### src/epv_pkg.sv
// package for exception priority and vectoring logic
package epv_pkg;
   // vector addresses
   localparam logic [15:0] VEC_RESET = 16'hfffe;
   localparam logic [15:0] VEC_CLKMON = 16'hfffc;
   localparam logic [15:0] VEC_WDOG = 16'hfffa;
   localparam logic [15:0] VEC_TRAP = 16'hfff8;
   localparam logic [15:0] VEC_SWTRAP = 16'hfff6;
   localparam logic [15:0] VEC_NMI = 16'hfff4;
   localparam logic [15:0] VEC_EXT = 16'hfff2;
   localparam logic [15:0] VEC_BASE = 16'hff80;
   localparam logic [7:0] PRIO_EXT = 8'hf2;
   localparam logic [7:0] PRIO_RESET = 8'hf2;
   localparam logic [7:0] PRIO_LOW_MIN = 8'h80;
   // maskable source count: index 0 = vector F2, index k = F2 - 2k
   localparam int NSRC = 57;
   localparam logic [NSRC-1:0] IMPL_MASK = {{(NSRC-25){1'b0}}, 25'h1ffffff};
   // register map, byte offsets on wishbone
   localparam logic [3:0] OFF_CTRL = 4'h0;
   localparam logic [3:0] OFF_PRIO = 4'h4;
   localparam logic [3:0] OFF_STAT = 4'h8;
   localparam int CTRL_EDGE_BIT = 7;
   localparam int CTRL_EN_BIT = 6;
   localparam logic [7:0] CTRL_RESET = 8'h40;
   // state of the arbiter
   typedef struct packed {
      logic [7:0] prio;
      logic edge_sel;
      logic ext_en;
      logic ext_s1;
      logic ext_s2;
      logic ext_prev;
      logic edge_latch;
      logic nmi_s1;
      logic nmi_s2;
      logic [15:0] vector;
      logic valid;
      logic ack;
      logic [31:0] rdata;
   } epv_state_t;
   // wishbone request bundle
   typedef struct packed {
      logic cyc;
      logic stb;
      logic we;
      logic [3:0] adr;
      logic [3:0] sel;
      logic [31:0] dat;
   } epv_wb_req_t;
endpackage

### src/epv_arbiter.sv
// exception arbiter with vector output and wishbone control registers
//
// Added by the designer: the placing of the registers and the Wishbone slave port.
`timescale 1ns/1ps
// How it works
// every exception yields a 16-bit vector in the top 128 bytes
// six top slots are resets and non-maskable, lower slots maskable
// non-maskable order: reset, clock monitor, watchdog, trap, soft trap, line
// non-maskable external line honoured only while X bit is zero
// maskable requests only while I bit clear; I resets set in core
// default maskable order; one source may be promoted to top
// promoted source still gated by I and local enable; vector unchanged
// priority select written only while I bit set
// non-maskable line level sensitive; external request may be level
// vanished level request before service takes the trap vector
// edge mode latches falling edge, cleared when serviced
// peripheral requests held in flags until cleared by their owner
// fixed vectors FFFE, FFFC, FFFA, FFF8, FFF6, FFF4
// maskable priority descends with vector; code is vector low byte
// timer channels FFEE..FFE0, timer overflow FFDE
// accumulator overflow FFDC, accumulator edge FFDA
// SPI FFD8, serial FFD6 and FFD4, converters share FFD2
// CAN wake FFD0, key wake FFCE, modulus FFCC
// accum B FFCA, CAN errors FFC8, CAN rx FFC6, CAN tx FFC4
// clock generator FFC2; FF80..FFC1 reserved and I-masked
// software fills every maskable vector slot
// unimplemented or above-F2 code makes external line top
// priority select resets to F2
// edge select chooses low level or falling edge
// enable clear disconnects external request pin
// each cycle highest pending unmasked request drives the vector
module epv_arbiter #(
   parameter int NPERIPH = 24
) (
   input wire logic ref_clk_in,
   input wire logic arst_n_in,
   input wire epv_pkg::epv_wb_req_t wb_req_in,
   output logic [31:0] wb_dat_out,
   output logic wb_ack_out,
   input wire logic por_req_in,
   input wire logic clkmon_req_in,
   input wire logic wdog_req_in,
   input wire logic trap_req_in,
   input wire logic swtrap_req_in,
   input wire logic nonmaskable_ext_line_n_in,
   input wire logic ext_req_n_in,
   input wire logic x_mask_in,
   input wire logic i_mask_in,
   input wire logic [NPERIPH-1:0] periph_flag_in,
   input wire logic [NPERIPH-1:0] periph_en_in,
   input wire logic service_in,
   output logic [15:0] vector_out,
   output logic vector_valid_out
);
   import epv_pkg::*;

   // elaboration check: the vector map holds exactly 24 peripheral slots
   if (NPERIPH != 24) begin : g_bad_nperiph
      $error("epv_arbiter serves exactly 24 peripheral vectors");
   end

   epv_state_t st_ff;
   epv_state_t nxt_st;
   logic [NSRC-1:0] req;
   logic [NSRC-1:0] code_ok;
   logic ext_level;
   logic ext_req;
   logic wb_hit;

   // vector address of maskable index k is F2 minus two k
   function automatic logic [15:0] idx_vec(input int k);
      idx_vec = VEC_EXT - 16'(2 * k);
   endfunction

   // promotion code is valid when implemented and not above F2
   function automatic logic prio_valid(input logic [7:0] p);
      logic [7:0] k;
      k = 8'((PRIO_EXT - p) >> 1);
      // index guard keeps the mask lookup inside its range
      prio_valid = (p <= PRIO_EXT) && (p >= PRIO_LOW_MIN) && !p[0]
                   && (k < 8'(NSRC)) && IMPL_MASK[k[5:0]];
   endfunction

   // low level on the external request pin
   // pin disconnected while enable is clear
   assign ext_level = st_ff.ext_en && !st_ff.ext_s2;
   // level or latched falling edge
   assign ext_req = st_ff.edge_sel ? st_ff.edge_latch : ext_level;

   // peripheral flags gated by their local enables
   // index 0 is external line, index 1 the periodic source, then timers
   // peripheral bit k serves vector F0 minus two k
   always_comb begin
      req = '0;
      req[0] = ext_req;
      for (int k = 0; k < NPERIPH; k++) begin
         req[k+1] = periph_flag_in[k] && periph_en_in[k];
      end
   end
   assign code_ok = IMPL_MASK;
   assign wb_hit = wb_req_in.cyc && wb_req_in.stb && !st_ff.ack;

   // next state: sync, latch, registers, arbitration
   always_comb begin
      logic [7:0] pidx;
      logic [15:0] mvec;
      logic mhit;
      pidx = 8'((PRIO_EXT - st_ff.prio) >> 1);
      mvec = VEC_EXT;
      mhit = 1'b0;
      nxt_st = st_ff;
      nxt_st.ext_s1 = ext_req_n_in;
      nxt_st.ext_s2 = st_ff.ext_s1;
      nxt_st.ext_prev = st_ff.ext_s2;
      nxt_st.nmi_s1 = nonmaskable_ext_line_n_in;
      nxt_st.nmi_s2 = st_ff.nmi_s1;
      nxt_st.ack = wb_hit;
      // edge latch: set on falling edge, cleared on service, set wins
      if (service_in && vector_out == VEC_EXT && st_ff.edge_sel) begin
         nxt_st.edge_latch = 1'b0;
      end
      if (st_ff.edge_sel && st_ff.ext_en && st_ff.ext_prev && !st_ff.ext_s2) begin
         nxt_st.edge_latch = 1'b1;
      end
      if (!st_ff.edge_sel) begin
         nxt_st.edge_latch = 1'b0;
      end
      // register writes and read data
      nxt_st.rdata = '0;
      if (wb_hit) begin
         unique case (wb_req_in.adr)
            OFF_CTRL: begin
               if (wb_req_in.we && wb_req_in.sel[0]) begin
                  nxt_st.edge_sel = wb_req_in.dat[CTRL_EDGE_BIT];
                  nxt_st.ext_en = wb_req_in.dat[CTRL_EN_BIT];
               end
               nxt_st.rdata[CTRL_EDGE_BIT] = st_ff.edge_sel;
               nxt_st.rdata[CTRL_EN_BIT] = st_ff.ext_en;
            end
            OFF_PRIO: begin
               // write accepted only while I is set
               if (wb_req_in.we && wb_req_in.sel[0] && i_mask_in) begin
                  nxt_st.prio = wb_req_in.dat[7:0];
               end
               nxt_st.rdata[7:0] = st_ff.prio;
            end
            OFF_STAT: nxt_st.rdata = {15'h0, st_ff.valid, st_ff.vector};
            default: nxt_st.rdata = '0;
         endcase
      end
      // default order, lowest index first
      for (int k = NSRC - 1; k >= 0; k--) begin
         if (req[k] && code_ok[k]) begin
            mvec = idx_vec(k);
            mhit = 1'b1;
         end
      end
      // invalid code promotes external line, which is already first
      // promoted source still needs its request and I; vector unchanged
      if (prio_valid(st_ff.prio) && req[pidx[5:0]]) begin
         mvec = idx_vec(int'(pidx[5:0]));
      end
      // maskable requests only with I clear
      if (i_mask_in) mhit = 1'b0;
      // fixed non-maskable order above all maskable
      nxt_st.valid = 1'b1;
      if (por_req_in) nxt_st.vector = VEC_RESET;
      else if (clkmon_req_in) nxt_st.vector = VEC_CLKMON;
      else if (wdog_req_in) nxt_st.vector = VEC_WDOG;
      else if (trap_req_in) nxt_st.vector = VEC_TRAP;
      else if (swtrap_req_in) nxt_st.vector = VEC_SWTRAP;
      // level line gated by X
      else if (!st_ff.nmi_s2 && !x_mask_in) nxt_st.vector = VEC_NMI;
      // maskable winner
      else if (mhit) nxt_st.vector = mvec;
      // vanished request at service time falls to trap
      else begin
         nxt_st.vector = VEC_TRAP;
         nxt_st.valid = 1'b0;
      end
   end

   // state register
   // priority select comes out of reset at F2
   always_ff @(posedge ref_clk_in or negedge arst_n_in) begin
      if (!arst_n_in) begin
         st_ff <= '{prio: PRIO_RESET, edge_sel: 1'b0, ext_en: 1'b1, ext_s1: 1'b1,
                    ext_s2: 1'b1, ext_prev: 1'b1, edge_latch: 1'b0, nmi_s1: 1'b1,
                    nmi_s2: 1'b1, vector: VEC_RESET, valid: 1'b0, ack: 1'b0,
                    rdata: 32'h0};
      end else begin
         st_ff <= nxt_st;
      end
   end

   // outputs from flops, vectors in FF80..FFFE
   assign vector_out = st_ff.vector;
   assign vector_valid_out = st_ff.valid;
   assign wb_ack_out = st_ff.ack;
   assign wb_dat_out = st_ff.rdata;

   // assertions
   logic mhit_cov;
   logic hi_none;
   logic nm_none;
   logic dflt_ok;
   logic [5:0] prom_idx;
   logic prom_hit;
   // helper terms: no higher source pending, default order in force
   assign mhit_cov = vector_valid_out && vector_out < VEC_EXT;
   assign hi_none = !por_req_in && !clkmon_req_in && !wdog_req_in && !trap_req_in
                    && !swtrap_req_in;
   assign nm_none = hi_none && (st_ff.nmi_s2 || x_mask_in);
   assign dflt_ok = nm_none && !i_mask_in && st_ff.prio == PRIO_EXT;
   // promoted index and whether it is requested
   assign prom_idx = 6'((PRIO_EXT - st_ff.prio) >> 1);
   assign prom_hit = prio_valid(st_ff.prio) && req[prom_idx];

   a_vector_top_range: assert property (@(posedge ref_clk_in) disable iff (!arst_n_in)
      vector_out >= VEC_BASE && !vector_out[0]) else $error("vector out of range");
   a_reset_first: assert property (@(posedge ref_clk_in) disable iff (!arst_n_in)
      por_req_in |=> vector_out == VEC_RESET) else $error("reset not first");
   a_clkmon_order: assert property (@(posedge ref_clk_in) disable iff (!arst_n_in)
      !por_req_in && clkmon_req_in |=> vector_out == VEC_CLKMON)
      else $error("clock monitor order");
   a_imask_blocks: assert property (@(posedge ref_clk_in) disable iff (!arst_n_in)
      i_mask_in |=> vector_out >= VEC_NMI || !vector_valid_out)
      else $error("maskable taken with I set");
   a_prio_locked: assert property (@(posedge ref_clk_in) disable iff (!arst_n_in)
      wb_hit && wb_req_in.we && wb_req_in.adr == OFF_PRIO && !i_mask_in
      |=> $stable(st_ff.prio)) else $error("priority written with I clear");
   a_nmi_xgate: assert property (@(posedge ref_clk_in) disable iff (!arst_n_in)
      x_mask_in |=> vector_out != VEC_NMI) else $error("nmi with X set");
   a_edge_clear: assert property (@(posedge ref_clk_in) disable iff (!arst_n_in)
      st_ff.edge_sel && service_in && vector_out == VEC_EXT
      && !(st_ff.ext_prev && !st_ff.ext_s2) |=> !st_ff.edge_latch)
      else $error("edge latch not cleared");
   a_ext_disc: assert property (@(posedge ref_clk_in) disable iff (!arst_n_in)
      !st_ff.ext_en && !st_ff.edge_latch |-> !ext_req) else $error("pin not disconnected");
   a_ack_one: assert property (@(posedge ref_clk_in) disable iff (!arst_n_in)
      wb_ack_out |=> !wb_ack_out) else $error("ack held");

   // fixed order of the remaining non-maskable sources
   a_wdog_order: assert property (@(posedge ref_clk_in) disable iff (!arst_n_in)
      !por_req_in && !clkmon_req_in && wdog_req_in |=> vector_out == VEC_WDOG)
      else $error("watchdog order");
   a_trap_order: assert property (@(posedge ref_clk_in) disable iff (!arst_n_in)
      !por_req_in && !clkmon_req_in && !wdog_req_in && trap_req_in
      |=> vector_out == VEC_TRAP && vector_valid_out) else $error("trap order");
   a_swtrap_order: assert property (@(posedge ref_clk_in) disable iff (!arst_n_in)
      !por_req_in && !clkmon_req_in && !wdog_req_in && !trap_req_in && swtrap_req_in
      |=> vector_out == VEC_SWTRAP) else $error("soft trap order");
   a_nmi_taken: assert property (@(posedge ref_clk_in) disable iff (!arst_n_in)
      hi_none && !st_ff.nmi_s2 && !x_mask_in |=> vector_out == VEC_NMI)
      else $error("nmi level not taken");

   // maskable slots and the empty case
   a_maskable_slot: assert property (@(posedge ref_clk_in) disable iff (!arst_n_in)
      vector_valid_out && vector_out < VEC_NMI |-> vector_out <= VEC_EXT)
      else $error("maskable vector in fixed slot");
   a_empty_trap: assert property (@(posedge ref_clk_in) disable iff (!arst_n_in)
      nm_none && (i_mask_in || req == '0)
      |=> vector_out == VEC_TRAP && !vector_valid_out) else $error("empty not trap");
   a_flag_served: assert property (@(posedge ref_clk_in) disable iff (!arst_n_in)
      nm_none && !i_mask_in && req != '0
      |=> vector_valid_out && vector_out <= VEC_EXT) else $error("flag not served");

   // promotion wins, stays gated, and bad codes fall to the external line
   a_prom_wins: assert property (@(posedge ref_clk_in) disable iff (!arst_n_in)
      nm_none && !i_mask_in && prom_hit |=> vector_out == idx_vec(int'(prom_idx)))
      else $error("promoted source lost");
   a_prom_gated: assert property (@(posedge ref_clk_in) disable iff (!arst_n_in)
      nm_none && prio_valid(st_ff.prio) && !req[prom_idx]
      |=> vector_out != idx_vec(int'(prom_idx))) else $error("promotion ungated");
   a_bad_code_ext: assert property (@(posedge ref_clk_in) disable iff (!arst_n_in)
      nm_none && !i_mask_in && !prio_valid(st_ff.prio) && ext_req
      |=> vector_out == VEC_EXT) else $error("bad code not external");

   // default order: the lowest-index pending request yields its documented vector
   a_periodic_slot: assert property (@(posedge ref_clk_in) disable iff (!arst_n_in)
      dflt_ok && req[1:0] == 2'b10 |=> vector_out == 16'hfff0)
      else $error("periodic vector");
   a_timer_slot: assert property (@(posedge ref_clk_in) disable iff (!arst_n_in)
      dflt_ok && req[2:0] == 3'b100 |=> vector_out == 16'hffee)
      else $error("timer vector");
   a_accum_slot: assert property (@(posedge ref_clk_in) disable iff (!arst_n_in)
      dflt_ok && req[11:0] == 12'h800 |=> vector_out == 16'hffdc)
      else $error("accumulator vector");
   a_spi_slot: assert property (@(posedge ref_clk_in) disable iff (!arst_n_in)
      dflt_ok && req[13:0] == 14'h2000 |=> vector_out == 16'hffd8)
      else $error("spi vector");
   a_wake_slot: assert property (@(posedge ref_clk_in) disable iff (!arst_n_in)
      dflt_ok && req[17:0] == 18'h20000 |=> vector_out == 16'hffd0)
      else $error("can wake vector");
   a_accum_b_slot: assert property (@(posedge ref_clk_in) disable iff (!arst_n_in)
      dflt_ok && req[20:0] == 21'h100000 |=> vector_out == 16'hffca)
      else $error("accumulator b vector");
   a_clkgen_slot: assert property (@(posedge ref_clk_in) disable iff (!arst_n_in)
      dflt_ok && req[24:0] == 25'h1000000 |=> vector_out == 16'hffc2)
      else $error("clock generator vector");

   // register writes and the bus answer
   a_prio_write: assert property (@(posedge ref_clk_in) disable iff (!arst_n_in)
      wb_hit && wb_req_in.we && wb_req_in.sel[0] && wb_req_in.adr == OFF_PRIO && i_mask_in
      |=> st_ff.prio == $past(wb_req_in.dat[7:0])) else $error("priority write lost");
   a_prio_idle: assert property (@(posedge ref_clk_in) disable iff (!arst_n_in)
      !wb_hit |=> $stable(st_ff.prio)) else $error("priority changed idle");
   a_ctrl_write: assert property (@(posedge ref_clk_in) disable iff (!arst_n_in)
      wb_hit && wb_req_in.we && wb_req_in.sel[0] && wb_req_in.adr == OFF_CTRL
      |=> st_ff.edge_sel == $past(wb_req_in.dat[CTRL_EDGE_BIT])
      && st_ff.ext_en == $past(wb_req_in.dat[CTRL_EN_BIT]))
      else $error("control write lost");
   a_ack_answer: assert property (@(posedge ref_clk_in) disable iff (!arst_n_in)
      wb_hit |=> wb_ack_out) else $error("ack missing");
   a_dat_idle: assert property (@(posedge ref_clk_in) disable iff (!arst_n_in)
      !wb_hit |=> wb_dat_out == 32'h0) else $error("read data outside ack");

   // external line recognition modes
   a_edge_set: assert property (@(posedge ref_clk_in) disable iff (!arst_n_in)
      st_ff.edge_sel && st_ff.ext_en && st_ff.ext_prev && !st_ff.ext_s2
      |=> st_ff.edge_latch) else $error("edge not latched");
   a_level_mode: assert property (@(posedge ref_clk_in) disable iff (!arst_n_in)
      st_ff.ext_en && !st_ff.edge_sel |-> ext_req == !st_ff.ext_s2)
      else $error("level mode wrong");
   a_edge_off: assert property (@(posedge ref_clk_in) disable iff (!arst_n_in)
      !st_ff.edge_sel |=> !st_ff.edge_latch) else $error("latch in level mode");

   // main scenarios
   c_ext_served: cover property (@(posedge ref_clk_in) vector_out == VEC_EXT);
   c_promoted: cover property (@(posedge ref_clk_in) st_ff.prio != PRIO_RESET && mhit_cov);
   c_nmi: cover property (@(posedge ref_clk_in) vector_out == VEC_NMI);
   c_edge_latched: cover property (@(posedge ref_clk_in) st_ff.edge_latch);
   c_trap_empty: cover property (@(posedge ref_clk_in) arst_n_in && !vector_valid_out);
endmodule

### config.mk
export PLATFORM = sky130hd
export DESIGN_NAME = epv_arbiter
export DESIGN_NICKNAME = d
export VERILOG_FILES = /design/src/epv_pkg.sv /design/src/epv_arbiter.sv
export SDC_FILE = /design/constraint.sdc
export NUM_CORES = 1
export LEC_CHECK = 0
export ABC_AREA = 0
export BUFFER_PORTS_ARGS = -buffer_cell sky130_fd_sc_hd__buf_4
export CORE_MARGIN = 2
export CORE_UTILIZATION = 44
export DETAILED_ROUTE_END_ITERATION = 7
export PLACE_DENSITY = 0.78
export SETUP_SLACK_MARGIN = 0.2
export SYNTH_ARGS = -nofsm -noshare
export SYNTH_HDL_FRONTEND = slang
export SYNTH_SLANG_ARGS = --single-unit
### constraint.sdc
create_clock -name ref_clk_in -period 3.7 [get_ports ref_clk_in]
set_input_delay 0.185 -clock ref_clk_in [delete_from_list [all_inputs] [get_ports ref_clk_in]]
set_output_delay 0.185 -clock ref_clk_in [all_outputs]
set_load 0.01 [all_outputs]
# After elaboration in Yosys (flattened, before gate mapping)
# Memories as Yosys holds them, arrays and structs flattened.
# Index checks and enable logic that the tools add are counted.
dict set report totals {
  regBits 66
  mem_bits_ro 64
  input_bits 103
  out_inout_bits 50
  elab_cells 149
  mem_count 1
}
# name depth word_bits rd rd_clocked_by_memory_dff write_ports line
set mem_list {}
lappend mem_list {{(name not given)} 64 1 1 0 0 epv_arbiter.sv:81} ;# && (k < 8'(NSRC)) && IMPL_MASK[k[5:0]];
dict set report op_classes {
  addsub 2
  magnitude_cmp 4
  n_eq_ne 4
  muxes 77
  reduce_logical 48
}
# cell n
set ops {}
lappend ops {{16-bit two-way mux} 25}
lappend ops {{6-bit two-way mux} 8}
lappend ops {{1-bit logical AND} 40}
lappend ops {{1-bit two-way mux} 39}
lappend ops {{32-bit two-way mux} 1}
lappend ops {{16-bit == test, second input constant} 1}
lappend ops {{6-bit case mux with 2 select lines} 1}
lappend ops {{9-bit two-way mux} 1}
lappend ops {{5-bit by 8-bit subtractor with 9-bit output, first input constant} 1}
lappend ops {{8-bit >= comparator, second input constant} 1}
lappend ops {{8-bit <= comparator, second input constant} 1}
lappend ops {{8-bit subtractor, first input constant} 1}
lappend ops {{6-bit by 7-bit less-than comparator with 1-bit output, second input constant} 1}
lappend ops {{7-bit by 6-bit less-than comparator with 1-bit output, second input constant} 1}
lappend ops {{1-bit binary-select mux with 6-bit select} 1}
lappend ops {{2-bit case mux with 3 select lines} 1}
lappend ops {{3-bit AND reduction} 2}
lappend ops {{1-bit zero test} 5}
lappend ops {{4-bit by 3-bit == test with 1-bit output, second input constant} 1}
lappend ops {{4-bit == test, second input constant} 1}
lappend ops {{4-bit zero test} 1}
lappend ops {{3-bit by 1-bit inequality test with 1-bit output, second input constant} 1}

# Depth between registers and ports, before layout
# Gate-level depths: netlist of run 1.
dict set report depth {
  depth_word 34
  ltp_mapped 10
  depth_no_buf 9
}

# Worst setup path before layout of run 1
# OpenSTA, ideal clock, no wires.
dict set report synth_path {
  path_type {flip-flop to flip-flop}
  start {register st_ff[59] (netlist bit)}
  end {register st_ff, in the netlist vector_out[3]}
  setup_ns 0.082
  t_arrival_ns 2.670
  required_ns 3.618
  setup_slack_ns 0.948
  stages_incl_launch_ff 9
  path_buffers 0
  period_less_slack_ns 2.752
  cell_sequence {dfstp_2 -> ha_1 -> xor2_4 -> mux4_1 -> a22oi_1 -> a21oi_1 -> nor4_4 -> mux2i_1 -> a21oi_1}
}
# item line
set synth_rtl {}
lappend synth_rtl {{start: declaration} epv_arbiter.sv:62} ;# epv_state_t st_ff;
lappend synth_rtl {{start signal: assignment} epv_arbiter.sv:187} ;# st_ff <= '{prio: PRIO_RESET, edge_sel: 1'b0, ext_en: 1'b1, ext_s1: 1'b1,
lappend synth_rtl {{start signal: assignment} epv_arbiter.sv:192} ;# st_ff <= nxt_st;

==> results of run 1 <==
==> logic make-up (layout without fill, tap and decap cells) <==
kind of cell / after synthesis / in the layout / share of synthesized area [%]
compound gates: 53 / 53 / 14.3
buf+inv: 60 / 117 / 15.7
simple gates: 115 / 115 / 21.8
flops: 35 / 35 / 34.2
fa+ha+maj: 3 / 3 / 1.43
other cells: 2 / 25 / 0.286
xor+xnor: 6 / 6 / 2.71
mux: 18 / 18 / 9.67
==> sequential cells by signal (all words and copies together), names as in the netlist <==
register          flops
vector_valid_out      1
wb_dat_out           10
wb_ack_out            1
vector_out            7
st_ff                13
nxt_st                3
==> cell usage after synthesis, types with 2 or more instances <==
library cell / n / area share [%]
a32o_1: 3 / 1.1
nand2_1: 42 / 6.0
a22oi_1: 8 / 2.3
a41o_1: 2 / 0.76
dfrtp_1: 17 / 16
nand3b_1: 2 / 0.57
ha_1: 3 / 1.4
mux2i_1: 4 / 1.5
nand4_1: 4 / 0.95
dfstp_2: 18 / 18
conb_1: 2 / 0.29
a31oi_1: 5 / 1.2
a21boi_0: 2 / 0.57
nor3_1: 4 / 0.76
and2_1: 3 / 0.71
nor2_1: 22 / 3.1
inv_1: 4 / 0.57
nor3b_1: 2 / 0.57
mux4_1: 3 / 3.0
a211oi_1: 4 / 1.1
nand4b_1: 2 / 0.67
a21oi_1: 10 / 1.9
nor2b_1: 5 / 1.2
nor4_1: 4 / 0.95
o31ai_1: 4 / 1.1
nand3_1: 12 / 2.3
and3_1: 4 / 0.95
xor2_1: 4 / 1.3
buf_4: 49 / 14
nand2b_1: 3 / 0.71
o21ai_0: 5 / 0.95
mux2_2: 10 / 4.3
clkbuf_1: 6 / 0.86
==> worst min path at each step <==
| stage | startpoint | end | slack (ns) |
|---|---|---|---|
| finish | wb_req_in[2] | st_ff[60] | 0.13 |
| CTS | wb_req_in[2] | st_ff[60] | 0.12 |
| detailed placement | arst_n_in | wb_dat_out[16] | 0.15 |
| global placement | arst_n_in | wb_dat_out[16] | 0.14 |
| global route | wb_req_in[4] | st_ff[62] | 0.11 |
| floorplan | arst_n_in | st_ff[52] | -0.11 |
==> per-stage QoR <==
step           power, mW  setup WS [ns]
3_5_place_dp       0.640          0.599
3_3_place_gp       0.634          0.660
2_1_floorplan      0.556          0.948
4_1_cts            0.995          0.575
6_report           0.983          0.572
5_1_grt             1.05          0.346
==> timing repair <==
item / CTS / global route
buffers inserted: 0 / 0
resized for setup: 0 / 0
hold buffers: 3 / 0
hold endpoints to repair: 19 / 0
==> per-layer routing <==
layer | GRT usage [%] | vias to the layer above | wire (um)
met5 | 0 | - | 0
met4 | 7.80 | 0 | 135
met3 | 4.89 | 12 | 527
met2 | 30.8 | 118 | 2890
met1 | 22.6 | 1061 | 2460
li1 | - | 1126 | -
==> power breakdown <==
group	internal, mW	total [mW]	switching (mW)
clock	0.218	0.346	0.129
sequential	0.402	0.416	0.0140
combinational	0.112	0.221	0.109
total	0.732	0.983	0.252
==> critical path, cell delays in order, from the launching register on <==
cell and delay (ns):
dfstp_2 0.59, ha_1 0.34, xor2_4 0.34, mux4_1 0.66
a22oi_1 0.17, a21oi_1 0.12, nor4_4 0.47, mux2i_1 0.27
a21oi_1 0.08
==> layout make-up <==
type	instances	area (um2)
clock buffers	6	82.6
clock inverters	2	35.0
fillers	540	2530
inverters	5	21.3
multi-input cells	220	1400
flip-flops and latches	35	898
well taps	75	93.8
repair buffers	104	788
==> results.json, run 1 <==
{
  "worstPathArrival_ns": 3.34,
  "grt_pass1_wl_um": 9520,
  "drive_above_1_share_pct": 38.4,
  "setup_viol": 0,
  "final_common_cell": "buf_4",
  "cp-endpoint": "vector_out[3]",
  "critPathKind": "reg2reg",
  "finalHoldViolCount": 0,
  "antenna_found_initial": 0,
  "vdd.ir_drop.worst_uv": 159,
  "status": "finished, final reports clean",
  "grt_pass1_vias": 2183,
  "grt_max_degree": 36,
  "grt_usage_pct": 18.5,
  "place_area_um2": 3180,
  "final_cell_mix": "buf_4 (101), nand2_1 (42), conb_1 (25)",
  "rsz0062_at_grt": "false",
  "layout_min_cycle_time_ns": 3.13,
  "routed_wl_um": 6010,
  "rows": 28,
  "r2r.worst_path.cells": 8,
  "viasPerCell": 5.18,
  "die-area_um2": 6610,
  "maxCapViolCount": 0,
  "clockBufferDepth": 2,
  "worstSkewPairLatency_ns": 0.29,
  "syn-instance-count": 292,
  "clock-sinks": 35,
  "cp-end-kind": "flip-flop",
  "cts.reportedPaths.clkPinSlew_ns": 0.07,
  "crit_start": "st_ff[59]",
  "regToRegSetupSlack_ns": 0.57,
  "worst_r2r_startpoint": "st_ff[59]",
  "gp_congestion": 0.911,
  "root_buffer": "clkbuf_8",
  "fmax_mhz": 320,
  "synth_seq_cells": 35,
  "ys.flop_type": "dfstp_2",
  "io_pins": 153,
  "first_iter_violations": 95,
  "ys_seq_area_share_pct": 34.2,
  "final_util_pct": 56.8,
  "diodes": 0,
  "hold_path.class": "in2reg",
  "firstDrtPassIters": 4,
  "slew_viol_final": 0,
  "fin_tns_setup_ns": 0,
  "die_h_um": 81.3,
  "synth_edf_count": 0,
  "antenna_left": 0,
  "cts_tree": "done",
  "worstReg2RegEnd": "vector_out[3]",
  "p_leak_nw": 1.58,
  "die_w_um": 81.3,
  "startpoint_type": "flip-flop",
  "tightest_slew_ns": 0.518,
  "portBuffers": 101,
  "drt-wirelength-per-cell_um": 13.4,
  "cts_buffers": 5,
  "fin_skew_ns": 0.00607,
  "async_flop_share_pct": 100,
  "vias": 2317,
  "start_util_pct": 44.9,
  "num-nets-final": 477,
  "finish.instance_area_um2": 3320,
  "synth_area_um2": 2630,
  "cp_max_fo": 9,
  "fin_crit_sh_pct": 84.5,
  "placedCellCount": 436,
  "coreArea_um2": 5850,
  "timing.slew.headroom_pct": 65.2,
  "syn_area_per_cell_um2": 9.00,
  "cellPowerDensity_nw_per_um2": 296,
  "grt_overflow": 0,
  "synthToLayoutAreaGrowth_pct": 26.5,
  "hold_depth": 2,
  "h-tree-depth": 2,
  "drcViolationCount": 0,
  "hpwl_um": 4980,
  "required_ns": 3.91,
  "fin_cells": 447,
  "synthDistinctLibCells": 53,
  "synth_warnings": 0,
  "hold-worst-slack_ns": 0.127
}
Power figures use the tool's default switching activity.
==> run 2: changes to the inputs <==
==> constraint.sdc (replaced) <==
create_clock -name ref_clk_in -period 3.2 [get_ports ref_clk_in]
set_input_delay 0.16 -clock ref_clk_in [delete_from_list [all_inputs] [get_ports ref_clk_in]]
set_output_delay 0.16 -clock ref_clk_in [all_outputs]
set_load 0.01 [all_outputs]
==> run 2 against run 1 <==
  * Routed wire length is 1.1% lower
  * Power is 5.0% higher
  * Design area is 0.64% higher
  * Register-to-register slack worse by 0.22 ns
  * Non-clock buffer count is 7 higher
  * Via count is 1.1% higher
  * Hold slack worse by 0.012 ns
  * Final cell count is 1.6% higher
  * Critical path type unchanged
  * Largest cell class unchanged
  * Largest power group unchanged
  * Highest routed layer unchanged
==> results.json, run 2 (synthesis gave the netlist of run 1 again) <==
{
  "status": "finished, final reports clean",
  "hpwl_um": 4930,
  "vdd.ir_drop.worst_uv": 174,
  "num-nets-final": 484,
  "die_h_um": 81.3,
  "fill_cells": 553,
  "drcViolationCount": 0,
  "pwr-share-seq_pct": 46.6,
  "worstPathArrival_ns": 3.04,
  "largest_register_ffs": 13,
  "cellPowerDensity_nw_per_um2": 309,
  "die-area_um2": 6610,
  "swShare_pct": 27.3,
  "cp.depth": 9,
  "fmax_mhz": 351,
  "root_buffer": "clkbuf_8",
  "grt_max_degree": 36,
  "gp_congestion": 0.912,
  "largest_register": "st_ff",
  "fin_tns_setup_ns": 0,
  "drt-wirelength-per-cell_um": 13.1,
  "required_ns": 3.39,
  "startpoint_type": "flip-flop",
  "design_power_total_mw": 1.03,
  "crit_family": "compound AO/OA/AOI/OAI gates",
  "portBuffers": 101,
  "diodes": 0,
  "clockBufferDepth": 2,
  "grt_usage_pct": 18.3,
  "final_util_pct": 57.2,
  "rows": 28,
  "firstDrtPassIters": 5,
  "synthToLayoutAreaGrowth_pct": 27.3,
  "setup_viol": 0,
  "p_int_uw": 751,
  "routed_wl_um": 5950,
  "critPathKind": "reg2reg",
  "viasPerCell": 5.16,
  "grt_overflow": 0,
  "crit_path_top_delay_cell": "dfrtp_1",
  "first_iter_violations": 80,
  "p_leak_nw": 1.59,
  "grt_pass1_vias": 2127,
  "p_switching_uw": 282,
  "cts_tree": "done",
  "clock-sinks": 35,
  "cp-end-kind": "flip-flop",
  "io_pins": 153,
  "timing.slew.headroom_pct": 65.7,
  "crit_start": "st_ff[58]",
  "combPwrFrac_pct": 25.0,
  "slew_viol_final": 0,
  "drive_above_1_share_pct": 39.8,
  "tightest_slew_ns": 0.511,
  "cts.reportedPaths.clkPinSlew_ns": 0.06,
  "p_clk_share_pct": 28.4,
  "r2r.worst_path.cells": 9,
  "maxCapViolCount": 0,
  "worstReg2RegEnd": "vector_out[5]",
  "critPathMaxStageDelay_ns": 0.47,
  "hold_path.class": "in2reg",
  "finalHoldViolCount": 0,
  "antenna_found_initial": 0,
  "die_w_um": 81.3,
  "critPathBufInv": 1,
  "fin_crit_sh_pct": 88.9,
  "fin_skew_ns": 0.00370,
  "rsz0062_at_grt": "false",
  "cp_max_fo": 8,
  "cp-endpoint": "vector_out[5]",
  "worstSkewPairLatency_ns": 0.28,
  "start_util_pct": 44.9,
  "regToRegSetupSlack_ns": 0.35,
  "crit_chain": "ha_4 > or4_1 > and2_1 > o31a_1 > a211oi_1 > nor4_4 > buf_4 > a2111oi_0 > o21ai_1",
  "layout_min_cycle_time_ns": 2.85,
  "h-tree-depth": 2,
  "final_common_cell": "buf_4",
  "finish.instance_area_um2": 3340,
  "grt_pass1_wl_um": 9430,
  "vias": 2342,
  "place_area_um2": 3190,
  "cts_buffers": 5,
  "coreArea_um2": 5850,
  "final_cell_mix": "buf_4 (108), nand2_1 (42), conb_1 (25)",
  "antenna_left": 0,
  "worst_r2r_startpoint": "st_ff[58]"
}
run 2: cell type report:
type | count | area (um2) | share of cell area [%]
Multi-Input combinational cell | 220 | 1410 | 42.1
Inverter | 5 | 21.3 | 0.636
Timing Repair Buffer | 111 | 841 | 25.1
Sequential cell | 35 | 898 | 26.9
Clock buffer | 7 | 76.3 | 2.28
Clock inverter | 1 | 5.00 | 0.150
Tap cell | 75 | 93.8 | 2.81
run 2: worst min-delay path by stage:
stage	start	endpoint	slack, ns	cells past startpoint
finish	wb_req_in[4]	st_ff[62]	0.11	2
global route	wb_req_in[4]	st_ff[62]	0.11	2
CTS	wb_req_in[4]	st_ff[62]	0.11	2
detailed placement	arst_n_in	wb_dat_out[16]	0.13	1
global placement	arst_n_in	wb_dat_out[16]	0.12	1
floorplan	arst_n_in	st_ff[52]	-0.14	0
run 2: power groups by stage:
stage | Combinational [mW] | Clock (mW) | Sequential, mW
after floorplan | 0.163 | 0 | 0.479
after global placement | 0.247 | 0 | 0.487
after detailed placement | 0.252 | 0 | 0.488
after CTS | 0.256 | 0.304 | 0.481
after global routing | 0.288 | 0.327 | 0.483
final | 0.258 | 0.293 | 0.482
run 2: layer usage:
metal	routed length, um	GRT usage (%)	up-vias	part of all wire, %
met1	2500	23.0	1074	42
li1	-	-	1145	-
met4	113	6.61	0	1.9
met3	493	3.33	11	8.3
met2	2840	31.1	112	48
met5	0	0	-	0
run 2: worst reg2reg max path, stage by stage, from the launching register on:
cell       delay, ns
dfrtp_1         0.47
ha_4            0.23
or4_1           0.42
and2_1          0.26
o31a_1          0.14
a211oi_1        0.42
nor4_4          0.05
buf_4           0.18
a2111oi_0       0.46
o21ai_1         0.14
run 2: stage by stage:
stage | instances | hold WS, ns | setup WS (ns)
after global placement | 438 | 0.118 | 0.172
after CTS | 451 | 0.112 | 0.237
after detailed placement | 438 | 0.126 | 0.121
after floorplan | 315 | -0.136 | 0.448
final | 454 | 0.115 | 0.354
after global routing | 454 | 0.109 | 0.195
run 2: repair_timing:
| action | CTS | global route |
|---|---|---|
| setup endpoints to repair | 4 | 5 |
| gates resized for setup | 1 | 3 |
| hold endpoints to repair | 19 | 0 |
| buffers inserted | 2 | 3 |
| hold buffers | 3 | 0 |
| pin swaps | 1 | 0 |
==> run 3: changes to the inputs <==
--- a/config.mk
+++ b/config.mk
@@ -7,6 +7,7 @@
 export LEC_CHECK = 0
 export ABC_AREA = 0
 export BUFFER_PORTS_ARGS = -buffer_cell sky130_fd_sc_hd__buf_4
+export CORE_ASPECT_RATIO = 1.4
 export CORE_MARGIN = 2
 export CORE_UTILIZATION = 44
 export DETAILED_ROUTE_END_ITERATION = 7
==> run 3 against run 2 <==
  * Hold slack worse by 0.0050 ns
  * First-iteration DRC count decreased by 36%
  * Die area is 0.14% higher
  * Register-to-register slack hardly changed
  * Sequential power barely moved
  * Via count stayed put
==> results.json, run 3 (synthesis gave the netlist of run 1 again) <==
{
  "finish.instance_area_um2": 3360,
  "cts_tree": "done",
  "timing.slew.headroom_pct": 63.1,
  "fin_cells": 447,
  "grt_pass1_wl_um": 10400,
  "final_common_cell": "buf_4",
  "vias": 2342,
  "die-area_um2": 6610,
  "pwr-share-seq_pct": 44.3,
  "cp-end-kind": "flip-flop",
  "coreArea_um2": 5820,
  "drt-wirelength-per-cell_um": 14.3,
  "worstSkewPairLatency_ns": 0.28,
  "rows": 33,
  "hpwl_um": 5320,
  "p_int_uw": 796,
  "drive_above_1_share_pct": 39.8,
  "cp_common_cell": "a21oi_1",
  "tightest_slew_ns": 0.549,
  "die_h_um": 95.4,
  "fin_tns_setup_ns": 0,
  "grt_pass1_vias": 2324,
  "root_buffer": "clkbuf_8",
  "status": "finished, final reports clean",
  "cts_buffers": 5,
  "viasPerCell": 5.24,
  "synthToLayoutAreaGrowth_pct": 28.0,
  "fill_cells": 529,
  "fin_skew_ns": 0.00361,
  "place_area_um2": 3200,
  "crit_chain": "ha_4 > xor2_4 > buf_12 > mux4_2 > a22oi_1 > a21oi_1 > nor4_4 > buf_4 > mux2i_1 > a21oi_1",
  "portBuffers": 101,
  "p_clk_share_pct": 31.4,
  "maxCapViolCount": 0,
  "largest_register_ffs": 13,
  "largest_register": "st_ff",
  "firstDrtPassIters": 4,
  "crit_family": "multiplexers",
  "critPathMaxStageDelay_ns": 0.60,
  "crit_path_top_delay_cell": "dfstp_2",
  "seq_area_um2": 898,
  "worstPathArrival_ns": 3.05,
  "h-tree-depth": 2,
  "routed_wl_um": 6400,
  "clockBufferDepth": 2,
  "layout_min_cycle_time_ns": 2.84,
  "p_switching_uw": 291,
  "clock-sinks": 35,
  "combPwrFrac_pct": 24.3,
  "cellPowerDensity_nw_per_um2": 323,
  "gp_congestion": 0.903,
  "vdd.ir_drop.worst_uv": 188,
  "slew_viol_final": 0,
  "multiInputGateArea_um2": 1420,
  "antenna_left": 0,
  "final_util_pct": 57.8,
  "num-nets-final": 482,
  "final_cell_mix": "buf_4 (105), nand2_1 (42), conb_1 (25)",
  "io_pins": 153,
  "die_w_um": 69.3,
  "cts.reportedPaths.clkPinSlew_ns": 0.07,
  "swShare_pct": 26.8,
  "critPathKind": "reg2reg",
  "fin_crit_sh_pct": 88.8,
  "finalHoldViolCount": 0,
  "hold_path.class": "in2reg",
  "setup_viol": 0,
  "cp_max_fo": 9,
  "p_leak_nw": 1.59,
  "drcViolationCount": 0,
  "antenna_found_initial": 0,
  "regToRegSetupSlack_ns": 0.36,
  "diodes": 0,
  "grt_usage_pct": 19.6,
  "critPathBufInv": 2,
  "start_util_pct": 45.1,
  "startpoint_type": "flip-flop",
  "grt_max_degree": 36,
  "fmax_mhz": 352,
  "rsz0062_at_grt": "false",
  "grt_overflow": 0,
  "placedCellCount": 435,
  "first_iter_violations": 51,
  "required_ns": 3.41
}
-- run 3: final timing paths --
| kind | to | depth (start not counted) | startpoint |
|---|---|---|---|
| setup / recovery | vector_out[3] | 10 | st_ff[59] |
| hold / removal | st_ff[58] | 2 | wb_req_in[0] |
| setup reg to reg | vector_out[3] | 10 | st_ff[59] |
| hold reg to reg | nxt_st[53] | 0 | nxt_st[54] |
| max in group asynchronous | st_ff[65] | 2 | arst_n_in |
| min in group asynchronous | vector_valid_out | 2 | arst_n_in |
-- run 3: area by class of cell --
class,count,share of cell area (%)
Clock buffer,8,2.98
Inverter,5,0.632
Timing Repair Buffer,109,24.9
Sequential cell,35,26.7
Multi-Input combinational cell,220,42.2
Tap cell,70,2.60
-- run 3: worst register-to-register path, delay by kind of cell, from the launching register on --
kind / cells / cell delay (ns)
mux: 2 / 0.76
buf+inv: 2 / 0.35
fa+ha+maj: 1 / 0.20
flops: 1 / 0.60
simple gates: 1 / 0.21
compound gates: 3 / 0.40
xor+xnor: 1 / 0.24
-- run 3: what timing repair did --
item / 4_1_cts / 5_1_grt
pin swaps: 0 / 0
buffers inserted: 0 / 1
endpoints found under the setup margin: 1 / 3
endpoints found under the hold margin: 19 / 0
resized for setup: 1 / 3
hold buffers: 3 / 0
-- run 3: layer usage --
layer	GRT usage (%)	vias to the layer above	part of all wire [%]
li1	-	1134	-
met1	19.8	1103	35
met2	40.1	96	57
met3	3.07	9	5.5
met4	6.86	0	1.7
met5	0	-	0
-- run 3: power by group through the flow --
stage	Clock, mW	Sequential, mW	Combinational [mW]
2_1_floorplan	0	0.479	0.163
3_3_place_gp	0	0.488	0.253
3_5_place_dp	0	0.489	0.257
4_1_cts	0.345	0.481	0.261
5_1_grt	0.374	0.484	0.294
6_report	0.341	0.482	0.264
-- run 3: stage by stage --
| step | total power, mW | setup slack, ns | hold WS [ns] |
|---|---|---|---|
| floorplan | 0.643 | 0.448 | -0.136 |
| global placement | 0.740 | 0.221 | 0.124 |
| detailed placement | 0.745 | 0.188 | 0.127 |
| CTS | 1.09 | 0.247 | 0.109 |
| global route | 1.15 | 0.228 | 0.0950 |
| finish | 1.09 | 0.358 | 0.110 |
